===== config.mk =====
export PLATFORM = sky130hd
export DESIGN_NAME = irqfe_bank
export DESIGN_NICKNAME = d
export VERILOG_FILES = /design/src/irqfe_pkg.sv /design/src/irqfe_bank.sv
export VERILOG_INCLUDE_DIRS = /design/src
export SDC_FILE = /design/constraint.sdc
export NUM_CORES = 1
export LEC_CHECK = 0
export ABC_CLOCK_PERIOD_IN_PS = 2500
export BUFFER_PORTS_ARGS = -buffer_cell sky130_fd_sc_hd__buf_2
export CAP_MARGIN = 20
export CORE_AREA = 2 2 98 100
export CTS_CLUSTER_DIAMETER = 80
export DETAILED_ROUTE_END_ITERATION = 10
export DIE_AREA = 0 0 100 102
export PLACE_DENSITY = 0.78
export SYNTH_ARGS = -nofsm -noshare
export SYNTH_HDL_FRONTEND = slang
export SYNTH_SLANG_ARGS = --single-unit

===== constraint.sdc =====
create_clock -name clk -period 2.5 [get_ports clk]
set_clock_uncertainty 0.2 [all_clocks]
set_input_delay 0.25 -clock clk [delete_from_list [all_inputs] [get_ports clk]]
set_output_delay 0.25 -clock clk [all_outputs]
set_load 0.1 [all_outputs]

===== src/irqfe_consts.svh =====
`ifndef IRQFE_CONSTS_SVH
`define IRQFE_CONSTS_SVH

// ----------------------------------------------------------------------
// Register word indexes
// ----------------------------------------------------------------------
`define IRQFE_ADDR_FLAG4   8'h00
`define IRQFE_ADDR_EN0     8'h01
`define IRQFE_ADDR_EN1     8'h02
`define IRQFE_ADDR_EN2     8'h03
`define IRQFE_ADDR_EN3     8'h04
`define IRQFE_ADDR_EN4     8'h05
`define IRQFE_ADDR_PRI4    8'h06
`define IRQFE_ADDR_ISTAT   8'h07
`define IRQFE_ADDR_IMASK   8'h08

// ----------------------------------------------------------------------
// Implemented bit masks
// ----------------------------------------------------------------------
`define IRQFE_MASK_FLAG4   16'h210E
`define IRQFE_MASK_EN0     16'h3FEF
`define IRQFE_MASK_EN1     16'hFE1F
`define IRQFE_MASK_EN2     16'h22E3
`define IRQFE_MASK_EN3     16'h4006
`define IRQFE_MASK_PRI4    16'h7FFF
`define IRQFE_MASK_SRC     16'h001F

// ----------------------------------------------------------------------
// Field positions of the group-four sources and the priority field width
// ----------------------------------------------------------------------
`define IRQFE_POS_CHARGE   13
`define IRQFE_POS_LOWV     8
`define IRQFE_POS_CRC      3
`define IRQFE_POS_UARTB    2
`define IRQFE_POS_UARTA    1
`define IRQFE_PRI_W        3

// ----------------------------------------------------------------------
// Reset values
// ----------------------------------------------------------------------
`define IRQFE_RST_REG      16'h0000
`define IRQFE_RST_PRI4     16'h4924

`endif


===== src/irqfe_pkg.sv =====
package irqfe_pkg;

    // Group-four sources, one bit each
    typedef struct packed {
        logic charge_time;
        logic low_voltage;
        logic crc_gen;
        logic uart_b_error;
        logic uart_a_error;
    } irqfe_src_t;

    // Enable words handed to the other flag groups
    typedef struct packed {
        logic [15:0] group_three;
        logic [15:0] group_two;
        logic [15:0] group_one;
        logic [15:0] group_zero;
    } irqfe_allow_t;

endpackage


===== src/irqfe_bank.sv =====
// The register offsets and strobed register access were left to the implementer.
`timescale 1ns/1ps
`include "irqfe_consts.svh"

module irqfe_bank (
    input  wire logic                    clk,
    input  wire logic                    reset_n,
    input  wire logic [7:0]              reg_addr,
    input  wire logic [15:0]             reg_wdata,
    input  wire logic                    reg_wr,
    input  wire logic                    reg_rd,
    output logic [15:0]                  reg_rdata,
    input  wire irqfe_pkg::irqfe_src_t   src_event,
    output irqfe_pkg::irqfe_src_t        src_request,
    output irqfe_pkg::irqfe_allow_t      allow,
    output logic                         irq
);
    import irqfe_pkg::*;

    // ------------------------------------------------------------------
    // State
    // ------------------------------------------------------------------
    logic [15:0] flag4_q;
    logic [15:0] flag4_d;
    logic [15:0] en0_q;
    logic [15:0] en0_d;
    logic [15:0] en1_q;
    logic [15:0] en1_d;
    logic [15:0] en2_q;
    logic [15:0] en2_d;
    logic [15:0] en3_q;
    logic [15:0] en3_d;
    logic [15:0] en4_q;
    logic [15:0] en4_d;
    logic [15:0] pri4_q;
    logic [15:0] pri4_d;
    logic [15:0] istat_q;
    logic [15:0] istat_d;
    logic [15:0] imask_q;
    logic [15:0] imask_d;
    logic [15:0] rdata_q;
    logic [15:0] rdata_d;
    logic [4:0]  req_q;
    logic [4:0]  req_d;
    logic        irq_q;
    logic        irq_d;

    logic [15:0] set_vec;
    logic [4:0]  ev_vec;
    logic [4:0]  src_flag;
    logic [4:0]  src_en;
    logic [4:0]  pri_live;

    // ------------------------------------------------------------------
    // Source mapping
    // ------------------------------------------------------------------
    assign ev_vec = src_event;

    always_comb begin
        set_vec = 16'h0000;
        set_vec[`IRQFE_POS_CHARGE] = src_event.charge_time;
        set_vec[`IRQFE_POS_LOWV]   = src_event.low_voltage;
        set_vec[`IRQFE_POS_CRC]    = src_event.crc_gen;
        set_vec[`IRQFE_POS_UARTB]  = src_event.uart_b_error;
        set_vec[`IRQFE_POS_UARTA]  = src_event.uart_a_error;
    end

    assign src_flag = {flag4_q[`IRQFE_POS_CHARGE], flag4_q[`IRQFE_POS_LOWV],
                       flag4_q[`IRQFE_POS_CRC], flag4_q[`IRQFE_POS_UARTB],
                       flag4_q[`IRQFE_POS_UARTA]};
    assign src_en   = {en4_q[`IRQFE_POS_CHARGE], en4_q[`IRQFE_POS_LOWV],
                       en4_q[`IRQFE_POS_CRC], en4_q[`IRQFE_POS_UARTB],
                       en4_q[`IRQFE_POS_UARTA]};

    // Priority fields: source i in bits 3i+2..3i
    genvar gi;
    generate
        for (gi = 0; gi < 5; gi++) begin : g_pri
            assign pri_live[gi] = |pri4_q[gi*`IRQFE_PRI_W +: `IRQFE_PRI_W];
        end
    endgenerate

    // ------------------------------------------------------------------
    // Next-state logic
    // ------------------------------------------------------------------
    always_comb begin
        flag4_d = flag4_q;
        en0_d   = en0_q;
        en1_d   = en1_q;
        en2_d   = en2_q;
        en3_d   = en3_q;
        en4_d   = en4_q;
        pri4_d  = pri4_q;
        istat_d = istat_q;
        imask_d = imask_q;
        rdata_d = 16'h0000;
        if (reg_wr) begin
            unique case (reg_addr)
                `IRQFE_ADDR_FLAG4: flag4_d = reg_wdata & `IRQFE_MASK_FLAG4;
                `IRQFE_ADDR_EN0:   en0_d = reg_wdata & `IRQFE_MASK_EN0;
                `IRQFE_ADDR_EN1:   en1_d = reg_wdata & `IRQFE_MASK_EN1;
                `IRQFE_ADDR_EN2:   en2_d = reg_wdata & `IRQFE_MASK_EN2;
                `IRQFE_ADDR_EN3:   en3_d = reg_wdata & `IRQFE_MASK_EN3;
                `IRQFE_ADDR_EN4:   en4_d = reg_wdata & `IRQFE_MASK_FLAG4;
                `IRQFE_ADDR_PRI4:  pri4_d = reg_wdata & `IRQFE_MASK_PRI4;
                `IRQFE_ADDR_ISTAT: istat_d = istat_q & ~reg_wdata;
                `IRQFE_ADDR_IMASK: imask_d = reg_wdata & `IRQFE_MASK_SRC;
                default: ;
            endcase
        end
        // Hardware set wins over a clearing write in the same cycle
        flag4_d = flag4_d | set_vec;
        istat_d = istat_d | {11'h000, ev_vec};
        if (reg_rd) begin
            unique case (reg_addr)
                `IRQFE_ADDR_FLAG4: rdata_d = flag4_q;
                `IRQFE_ADDR_EN0:   rdata_d = en0_q;
                `IRQFE_ADDR_EN1:   rdata_d = en1_q;
                `IRQFE_ADDR_EN2:   rdata_d = en2_q;
                `IRQFE_ADDR_EN3:   rdata_d = en3_q;
                `IRQFE_ADDR_EN4:   rdata_d = en4_q;
                `IRQFE_ADDR_PRI4:  rdata_d = pri4_q;
                `IRQFE_ADDR_ISTAT: rdata_d = istat_q;
                `IRQFE_ADDR_IMASK: rdata_d = imask_q;
                default:           rdata_d = 16'h0000;
            endcase
        end
        req_d = src_flag & src_en & pri_live;
        irq_d = |(istat_q & imask_q);
    end

    // ------------------------------------------------------------------
    // Registers
    // ------------------------------------------------------------------
    always_ff @(posedge clk) begin
        if (!reset_n) begin
            flag4_q <= `IRQFE_RST_REG;
            en0_q   <= `IRQFE_RST_REG;
            en1_q   <= `IRQFE_RST_REG;
            en2_q   <= `IRQFE_RST_REG;
            en3_q   <= `IRQFE_RST_REG;
            en4_q   <= `IRQFE_RST_REG;
            pri4_q  <= `IRQFE_RST_PRI4;
            istat_q <= `IRQFE_RST_REG;
            imask_q <= `IRQFE_RST_REG;
            rdata_q <= `IRQFE_RST_REG;
            req_q   <= 5'h00;
            irq_q   <= 1'b0;
        end else begin
            flag4_q <= flag4_d;
            en0_q   <= en0_d;
            en1_q   <= en1_d;
            en2_q   <= en2_d;
            en3_q   <= en3_d;
            en4_q   <= en4_d;
            pri4_q  <= pri4_d;
            istat_q <= istat_d;
            imask_q <= imask_d;
            rdata_q <= rdata_d;
            req_q   <= req_d;
            irq_q   <= irq_d;
        end
    end

    // ------------------------------------------------------------------
    // Outputs
    // ------------------------------------------------------------------
    // Enables are exported as written; routing an external pin first is left to software
    assign allow.group_zero  = en0_q;
    assign allow.group_one   = en1_q;
    assign allow.group_two   = en2_q;
    assign allow.group_three = en3_q;
    assign src_request       = req_q;
    assign reg_rdata         = rdata_q;
    assign irq               = irq_q;
endmodule // irqfe_bank


==> impl_metrics.yaml, run 1 <==
placement:
  port_buf_inserts: 89
  place_congestion: 0.947
  dp_worst_setup_slack_ps: 306
  place_hpwl_um: 8880
  place_area_um2: 5250
yosys:
  synth_enable_flop_cells: 0
  synthesized_area_um2: 4710
  post_synth_xor_area_fraction: 0
  ys_dominant_reg_cell: "sky130_fd_sc_hd__dfxtp_1"
  syn_inst: 477
  ys_types: 40
  synth_top_family_by_area: "simple AND/OR/NAND/NOR gates"
  synth_fa_ha_area_frac: 0
  proportion_of_synthesized_flip_flops_having_asynchronous_set_or_reset: 0
  yosys.area_share.simple: 0.190
  synthMuxAreaShare: 0.189
  ys.warnings.count: 0
  synth.avg_cell_area_um2: 9.87
  share_of_the_synthesized_area_in_compound_gates_ao_oa_aoi_oai: 0.0976
  ys_seq_area_frac: 0.438
  ys_seq_elements: 103
die:
  die_width_um: 100
  core-area_um2: 9110
  pin_count: 119
  initial_core_util: 0.517
  total_number_of_placement_rows: 35
  design.die.area_um2: 10200
  die_h_um: 102
layout:
  nFillCells: 769
  utilization: 0.622
  regArea_um2: 2060
  multi_input_comb_area_um2: 2360
  syn_to_final_growth_pct: 20.4
  design_area_um2: 5670
  final_nets: 625
  drive_gt1_frac: 0.256
  n_antenna_cell: 0
global_route:
  grt_use_total: 0.241
  first_pass_grt_wire_length_um: 19000
  grt_antenna_before_repair: 0
  grt_remaining_overflow: 0
  pin_count_of_the_biggest_net_entering_global_routing: 42
  via_count_of_the_first_global_routing_pass: 3660
sta:
  timing.final.max_slew_violations: 0
  finalHoldViolations: 0
  worst_slew_pin_slew_ps: 547
  setup_violations_final: 0
  fmaxAchievable_ghz: 0.479
  fin_setup_tns_ps: 0
  slew_headroom: 0.635
  grt_setup_unrepaired: "false"
  post-route-worst-setup-slack_ps: 413
  post-route-period-util: 0.835
  post_route_minimum_period_ps: 2090
clock_network:
  clock_pin_slew_on_the_worst_setup_and_hold_paths_ps: 90
  cts_post_setup_buffers_inserted: 0
  clock_sinks: 103
  cts_inserted_buffers: 9
  tritoncts: "done"
  htree_num_levels: 3
  ctsLongestPathBuffers: 2
  insertion_delay_ps: 370
  cts.root.buffer_cell: "sky130_fd_sc_hd__clkbuf_8"
route:
  firstDrtPassIters: 5
  vias_per_cell: 5.43
  detail-route-antenna-nets: 0
  detailroute.via_count: 3843
  route.detailed.drc: 0
  drt-initial-drc-count: 203
  wire_per_inst_um: 17.5
  detail_route.wirelength_um: 12400
setup_path:
  timing.reg2reg.setup_slack_ps: 900
  path_max_fanout: 12
  critPathArrivalTime_ps: 2140
  worst_setup_path_start_kind: "input port"
  crit_type: "input port to register"
  cp.required_ps: 2550
  startpoint: "reg_addr[5]"
  regToRegStartpoint: "en1_q[3]"
  crit_path_capture_type: "register"
  rr_worst_depth: 4
pwr:
  overall_power_consumption_uw: 3270
  power_density_nw_per_um2: 577
  worst_ir_drop_vdd_mv: 0.340
  cellLeakagePower_uw: 0.00229
hold_path:
  min_path_type: "input port to register"
  hold-path-cell-count: 3
  hold_path.startpoint: "src_event[4]"
run:
  max-cap-violations: 0
run_status:
  status: "finished clean"
metrics by stage:
stage | cells | hold WS [ps]
detailed placement | 674 | 223
global route | 708 | 7.31
finish | 708 | 7.77
CTS | 708 | 0.286
global placement | 674 | 215
floorplan | 505 | 137
synth_stat cells, drive strengths merged, types with 6 or more instances:
cell / n / share of area
dfxtp: 103 / 0.44
inv: 7 / 0.0056
clkbuf: 18 / 0.014
o2bb2ai: 7 / 0.013
nor2: 13 / 0.010
a22oi: 7 / 0.011
nor4: 6 / 0.024
a21boi: 11 / 0.018
buf: 42 / 0.064
a31oi: 7 / 0.0093
nand3: 17 / 0.018
nand2: 31 / 0.025
mux2i: 72 / 0.15
nor2b: 53 / 0.070
mux2: 11 / 0.026
nor3: 11 / 0.012
a21oi: 22 / 0.023
o21ai: 8 / 0.0085
power breakdown:
part	switching (uW)	leakage, uW	internal, uW	total, uW
Sequential	11.0	0.000833	1650	1660
Clock	556	0.000117	623	1180
Combinational	327	0.00134	99.4	427
Total	894	0.00229	2370	3270
logic make-up after synthesis:
kind of cell / after synthesis
mux: 85
buf+inv: 68
other cells: 1
flops: 103
simple gates: 150
compound gates: 70
layer usage:
| metal | routed length [um] | vias to the layer above | part of all wire | track usage |
|---|---|---|---|---|
| li1 | - | 1835 | - | - |
| met1 | 5370 | 1827 | 0.43 | 0.311 |
| met2 | 5930 | 160 | 0.48 | 0.401 |
| met3 | 865 | 21 | 0.070 | 0.0465 |
| met4 | 231 | 0 | 0.019 | 0.0948 |
| met5 | 0 | - | 0 | 0 |
worst max-delay path: stages:
cell and delay, ps:
sky130_fd_sc_hd__buf_2 100, sky130_fd_sc_hd__or4_4 670, sky130_fd_sc_hd__nor4_4 270, sky130_fd_sc_hd__buf_4 190
sky130_fd_sc_hd__a31oi_1 80, sky130_fd_sc_hd__dlygate4sd3_1 570
sequential cells by signal, summed over array words and instances, names as in the netlist, 3 cells and up:
signal	cells
istat_q	16
reg_rdata	16
pri4_q	15
en0_q	13
en1_q	12
en2_q	7
en4_q	5
flag4_q	5
imask_q	5
src_request	5
en3_q	3
final timing paths:
check | endpoint
worst min register to register | istat_q[5]
worst min-delay path | flag4_q[13]
worst max register to register | reg_rdata[3]
worst max-delay path | istat_q[4]
cell type report:
| type | instances | area share |
|---|---|---|
| Clock inverter | 4 | 0.0137 |
| Sequential cell | 103 | 0.364 |
| Clock buffer | 12 | 0.0274 |
| Inverter | 8 | 0.00530 |
| Tap cell | 111 | 0.0245 |
| Timing Repair Buffer | 136 | 0.149 |
| Multi-Input combinational cell | 334 | 0.416 |
cell usage in the layout, fill, tap and decap left out, types with 2 or more instances in the layout:
cell and instances:
sky130_fd_sc_hd__o21ai_0 8, sky130_fd_sc_hd__nand4_1 3, sky130_fd_sc_hd__dfxtp_1 103, sky130_fd_sc_hd__buf_4 29, sky130_fd_sc_hd__nor4_4 5, sky130_fd_sc_hd__nor3_1 11, sky130_fd_sc_hd__dlygate4sd3_1 18, sky130_fd_sc_hd__a21boi_0 11
sky130_fd_sc_hd__nand2b_1 3, sky130_fd_sc_hd__a31oi_1 7, sky130_fd_sc_hd__mux4_2 2, sky130_fd_sc_hd__mux2_2 11, sky130_fd_sc_hd__a22oi_1 7, sky130_fd_sc_hd__a221oi_1 2, sky130_fd_sc_hd__nand3_1 17, sky130_fd_sc_hd__nand3b_1 3
sky130_fd_sc_hd__a21oi_1 22, sky130_fd_sc_hd__nor3b_1 3, sky130_fd_sc_hd__and3_1 3, sky130_fd_sc_hd__buf_2 89, sky130_fd_sc_hd__conb_1 29, sky130_fd_sc_hd__clkbuf_8 11, sky130_fd_sc_hd__clkinv_4 2, sky130_fd_sc_hd__o2bb2ai_1 7
sky130_fd_sc_hd__bufinv_16 2, sky130_fd_sc_hd__nand2_1 31, sky130_fd_sc_hd__mux2i_1 72, sky130_fd_sc_hd__a22o_1 2, sky130_fd_sc_hd__nor2b_1 53, sky130_fd_sc_hd__inv_1 7, sky130_fd_sc_hd__nor2_1 13
repair_timing:
item | CTS | global route
resized for setup | 0 | 0
hold buffers | 18 | 0
endpoints found under the hold margin | 29 | 0
(Power assumes the default switching activity.)
==> inputs of run 2 (changes only) <==
- ABC_AREA: not set -> 1
- ABC_CLOCK_PERIOD_IN_PS: 2500 -> 1800
- CORE_AREA: 2 2 98 100 -> 2 2 102 104
- DIE_AREA: 0 0 100 102 -> 0 0 104 106
- PLACE_DENSITY: 0.78 -> 0.75
- clock period: 2.5 -> 1.8 ns (I/O delays scaled with it)
==> run 2 against run 1 <==
- worst setup slack worse by 230 ps
- cell count up 19%
- sequential power up 39%
- first-iteration DRC count up 24%
- sequential share of layout area down 0.27 points
- global-route usage about the same
- largest power group unchanged
- worst hold slack better by 57 ps
- wire length up 5.2%
- sequential cell count unchanged
==> impl_metrics.yaml, run 2 <==
sta:
  finalHoldViolations: 0
  setup_violations_final: 0
  grt_setup_unrepaired: "false"
  slew_headroom: 0.458
  timing.final.max_slew_violations: 0
  worst_slew_pin_slew_ps: 812
  post_route_minimum_period_ps: 1620
  fmaxAchievable_ghz: 0.618
  post-route-period-util: 0.898
die:
  die_width_um: 104
  die_h_um: 106
  pin_count: 119
  design.die.area_um2: 11000
  core-area_um2: 10000
  initial_core_util: 0.469
  total_number_of_placement_rows: 37
yosys:
  ys_seq_elements: 103
  post_synth_xor_area_fraction: 0
  ys_seq_area_frac: 0.440
  synthesized_area_um2: 4690
  synth_top_family_by_area: "simple AND/OR/NAND/NOR gates"
  ys_types: 33
  yosys-top-cells-count: "sky130_fd_sc_hd__dfxtp_1 (103), sky130_fd_sc_hd__nand2_1 (80), sky130_fd_sc_hd__nor2_1 (62), sky130_fd_sc_hd__inv_1 (52), sky130_fd_sc_hd__a21oi_1 (46)"
  share_of_the_synthesized_area_in_compound_gates_ao_oa_aoi_oai: 0.201
  ys.warnings.count: 0
  ys_dominant_reg_cell: "sky130_fd_sc_hd__dfxtp_1"
  synth_enable_flop_cells: 0
  synth.avg_cell_area_um2: 8.09
  syn_inst: 580
  proportion_of_synthesized_flip_flops_having_asynchronous_set_or_reset: 0
  biggest_area_contributors_in_the_synthesized_netlist: "sky130_fd_sc_hd__dfxtp_1 (44%), sky130_fd_sc_hd__nand2_1 (6.4%), sky130_fd_sc_hd__buf_4 (5.4%)"
  synth_most_common_cell: "sky130_fd_sc_hd__dfxtp_1"
  yosys.area_share.simple: 0.229
  synthDominantAreaCellType: "sky130_fd_sc_hd__dfxtp_1"
  synthMuxAreaShare: 0
  yosysTopAreaCellShare: 0.440
  synth_fa_ha_area_frac: 0
clock_network:
  cts_inserted_buffers: 9
  clock_pin_slew_on_the_worst_setup_and_hold_paths_ps: 90
  cts_post_setup_buffers_inserted: 0
  tritoncts: "done"
  ctsLongestPathBuffers: 2
  clock_sinks: 103
  cts.root.buffer_cell: "sky130_fd_sc_hd__clkbuf_8"
  htree_num_levels: 3
  insertion_delay_ps: 370
route:
  wire_per_inst_um: 15.5
  detail_route.wirelength_um: 13000
  vias_per_cell: 5.12
  detailroute.via_count: 4318
  route.detailed.drc: 0
  firstDrtPassIters: 5
  detail-route-antenna-nets: 0
  drt-initial-drc-count: 251
layout:
  syn_to_final_growth_pct: 21.7
  final_cell_count_no_fill: 843
  design_area_um2: 5710
  final_nets: 735
  final_common_cell: "sky130_fd_sc_hd__dfxtp_1"
  drive_gt1_frac: 0.286
  n_antenna_cell: 0
  layout_common_cells: "sky130_fd_sc_hd__dfxtp_1 (103), sky130_fd_sc_hd__buf_2 (89), sky130_fd_sc_hd__nand2_1 (80)"
  utilization: 0.571
hold_path:
  min_path_type: "input port to register"
  hold_path.startpoint: "reset_n"
setup_path:
  crit_type: "register to output port"
  cpLargestDelayFamily: "buffers and inverters"
  path_cells: "buf_2"
  slowest_stage: "sky130_fd_sc_hd__buf_2"
  cp.required_ps: 1420
  worst_setup_path_start_kind: "register"
  crit_path_capture_type: "output port"
  timing.critical_path.buf_inv: 1
  path_max_fanout: 3
  startpoint: "en2_q[13]"
  crit_path_max_incr_delay_ps: 460
  critPathArrivalTime_ps: 1240
  regToRegStartpoint: "istat_q[3]"
placement:
  place_hpwl_um: 9460
  port_buf_inserts: 89
  place_area_um2: 5260
  dp_cells: 805
  place_congestion: 0.903
pwr:
  cellLeakagePower_uw: 0.00271
  power_density_nw_per_um2: 781
  overall_power_consumption_uw: 4460
  worst_ir_drop_vdd_mv: 0.403
global_route:
  pin_count_of_the_biggest_net_entering_global_routing: 37
  grt_remaining_overflow: 0
  grt_antenna_before_repair: 0
  first_pass_grt_wire_length_um: 21000
  via_count_of_the_first_global_routing_pass: 4222
  grt_use_total: 0.241
run:
  max-cap-violations: 0
run_status:
  status: "finished clean"
## run 2: changes by cell type after synthesis, moves of 12 or more
cell	change
sky130_fd_sc_hd__nand3_1	+27
sky130_fd_sc_hd__a211oi_2	+15
sky130_fd_sc_hd__nor2b_1	-53
sky130_fd_sc_hd__a21oi_1	+24
sky130_fd_sc_hd__mux2i_1	-72
sky130_fd_sc_hd__inv_1	+45
sky130_fd_sc_hd__o21ai_0	+15
sky130_fd_sc_hd__nor2_1	+49
sky130_fd_sc_hd__clkbuf_1	-12
sky130_fd_sc_hd__nor2_2	+12
sky130_fd_sc_hd__nand2_1	+49
sky130_fd_sc_hd__o21ai_1	+12
## run 2: timing repair
action / in CTS / in global routing
endpoints found under the setup margin: 0 / 3
endpoints found under the hold margin: 47 / 0
hold buffers: 22 / 0
gates resized for setup: 0 / 1
## run 2: metrics by stage
step,hold WS [ps],setup WS [ps],setup TNS (ps)
final,64.6,183,0
after floorplan,114,178,0
after global placement,233,-247,-850
after detailed placement,245,-278,-914
after CTS,51.4,109,0
after global routing,101,147,0
## run 2: layer usage
metal / routed length, um / GRT usage / vias to the layer above / share of wire
met1: 5510 / 0.303 / 1991 / 0.42
li1: - / - / 2108 / -
met3: 940 / 0.0454 / 35 / 0.072
met4: 405 / 0.112 / 0 / 0.031
met5: 0 / 0 / - / 0
met2: 6190 / 0.402 / 184 / 0.47
## run 2: tightest hold or removal path, cell delays in order
cell	delay, ps
sky130_fd_sc_hd__buf_2	140
sky130_fd_sc_hd__nand2_1	100
sky130_fd_sc_hd__inv_1	70
sky130_fd_sc_hd__nand2_1	70
sky130_fd_sc_hd__inv_1	30
## run 2: path summary, 6_finish.rpt
| path | slack [ps] | cells after the start | endpoint |
|---|---|---|---|
| setup / recovery | 180 | 1 | allow[45] |
| hold / removal | 60 | 5 | reg_rdata[1] |
| setup reg to reg | 620 | 4 | irq |
| hold reg to reg | 260 | 2 | istat_q[9] |
## run 2: cell type report
class | instances | area [um2]
sequential | 103 | 2060
tap | 136 | 170
timing repair buffer | 134 | 888
fill | 916 | 4290
clock inverter | 6 | 83.8
multi-input combinational | 392 | 2130
inverter | 62 | 234
clock buffer | 10 | 138
## run 2: cells by family after synthesis
group                  Yosys count
AOI/OAI and AO/OA              136
other                            1
and+or+nand+nor                227
DFF                            103
buffers and inverters          113
## run 2: report_power, final
group / total [uW] / leakage [uW] / switching (uW) / internal (uW)
combinational: 554 / 0.00176 / 452 / 102
clock: 1590 / 0.000116 / 774 / 816
sequential: 2310 / 0.000833 / 17.7 / 2300
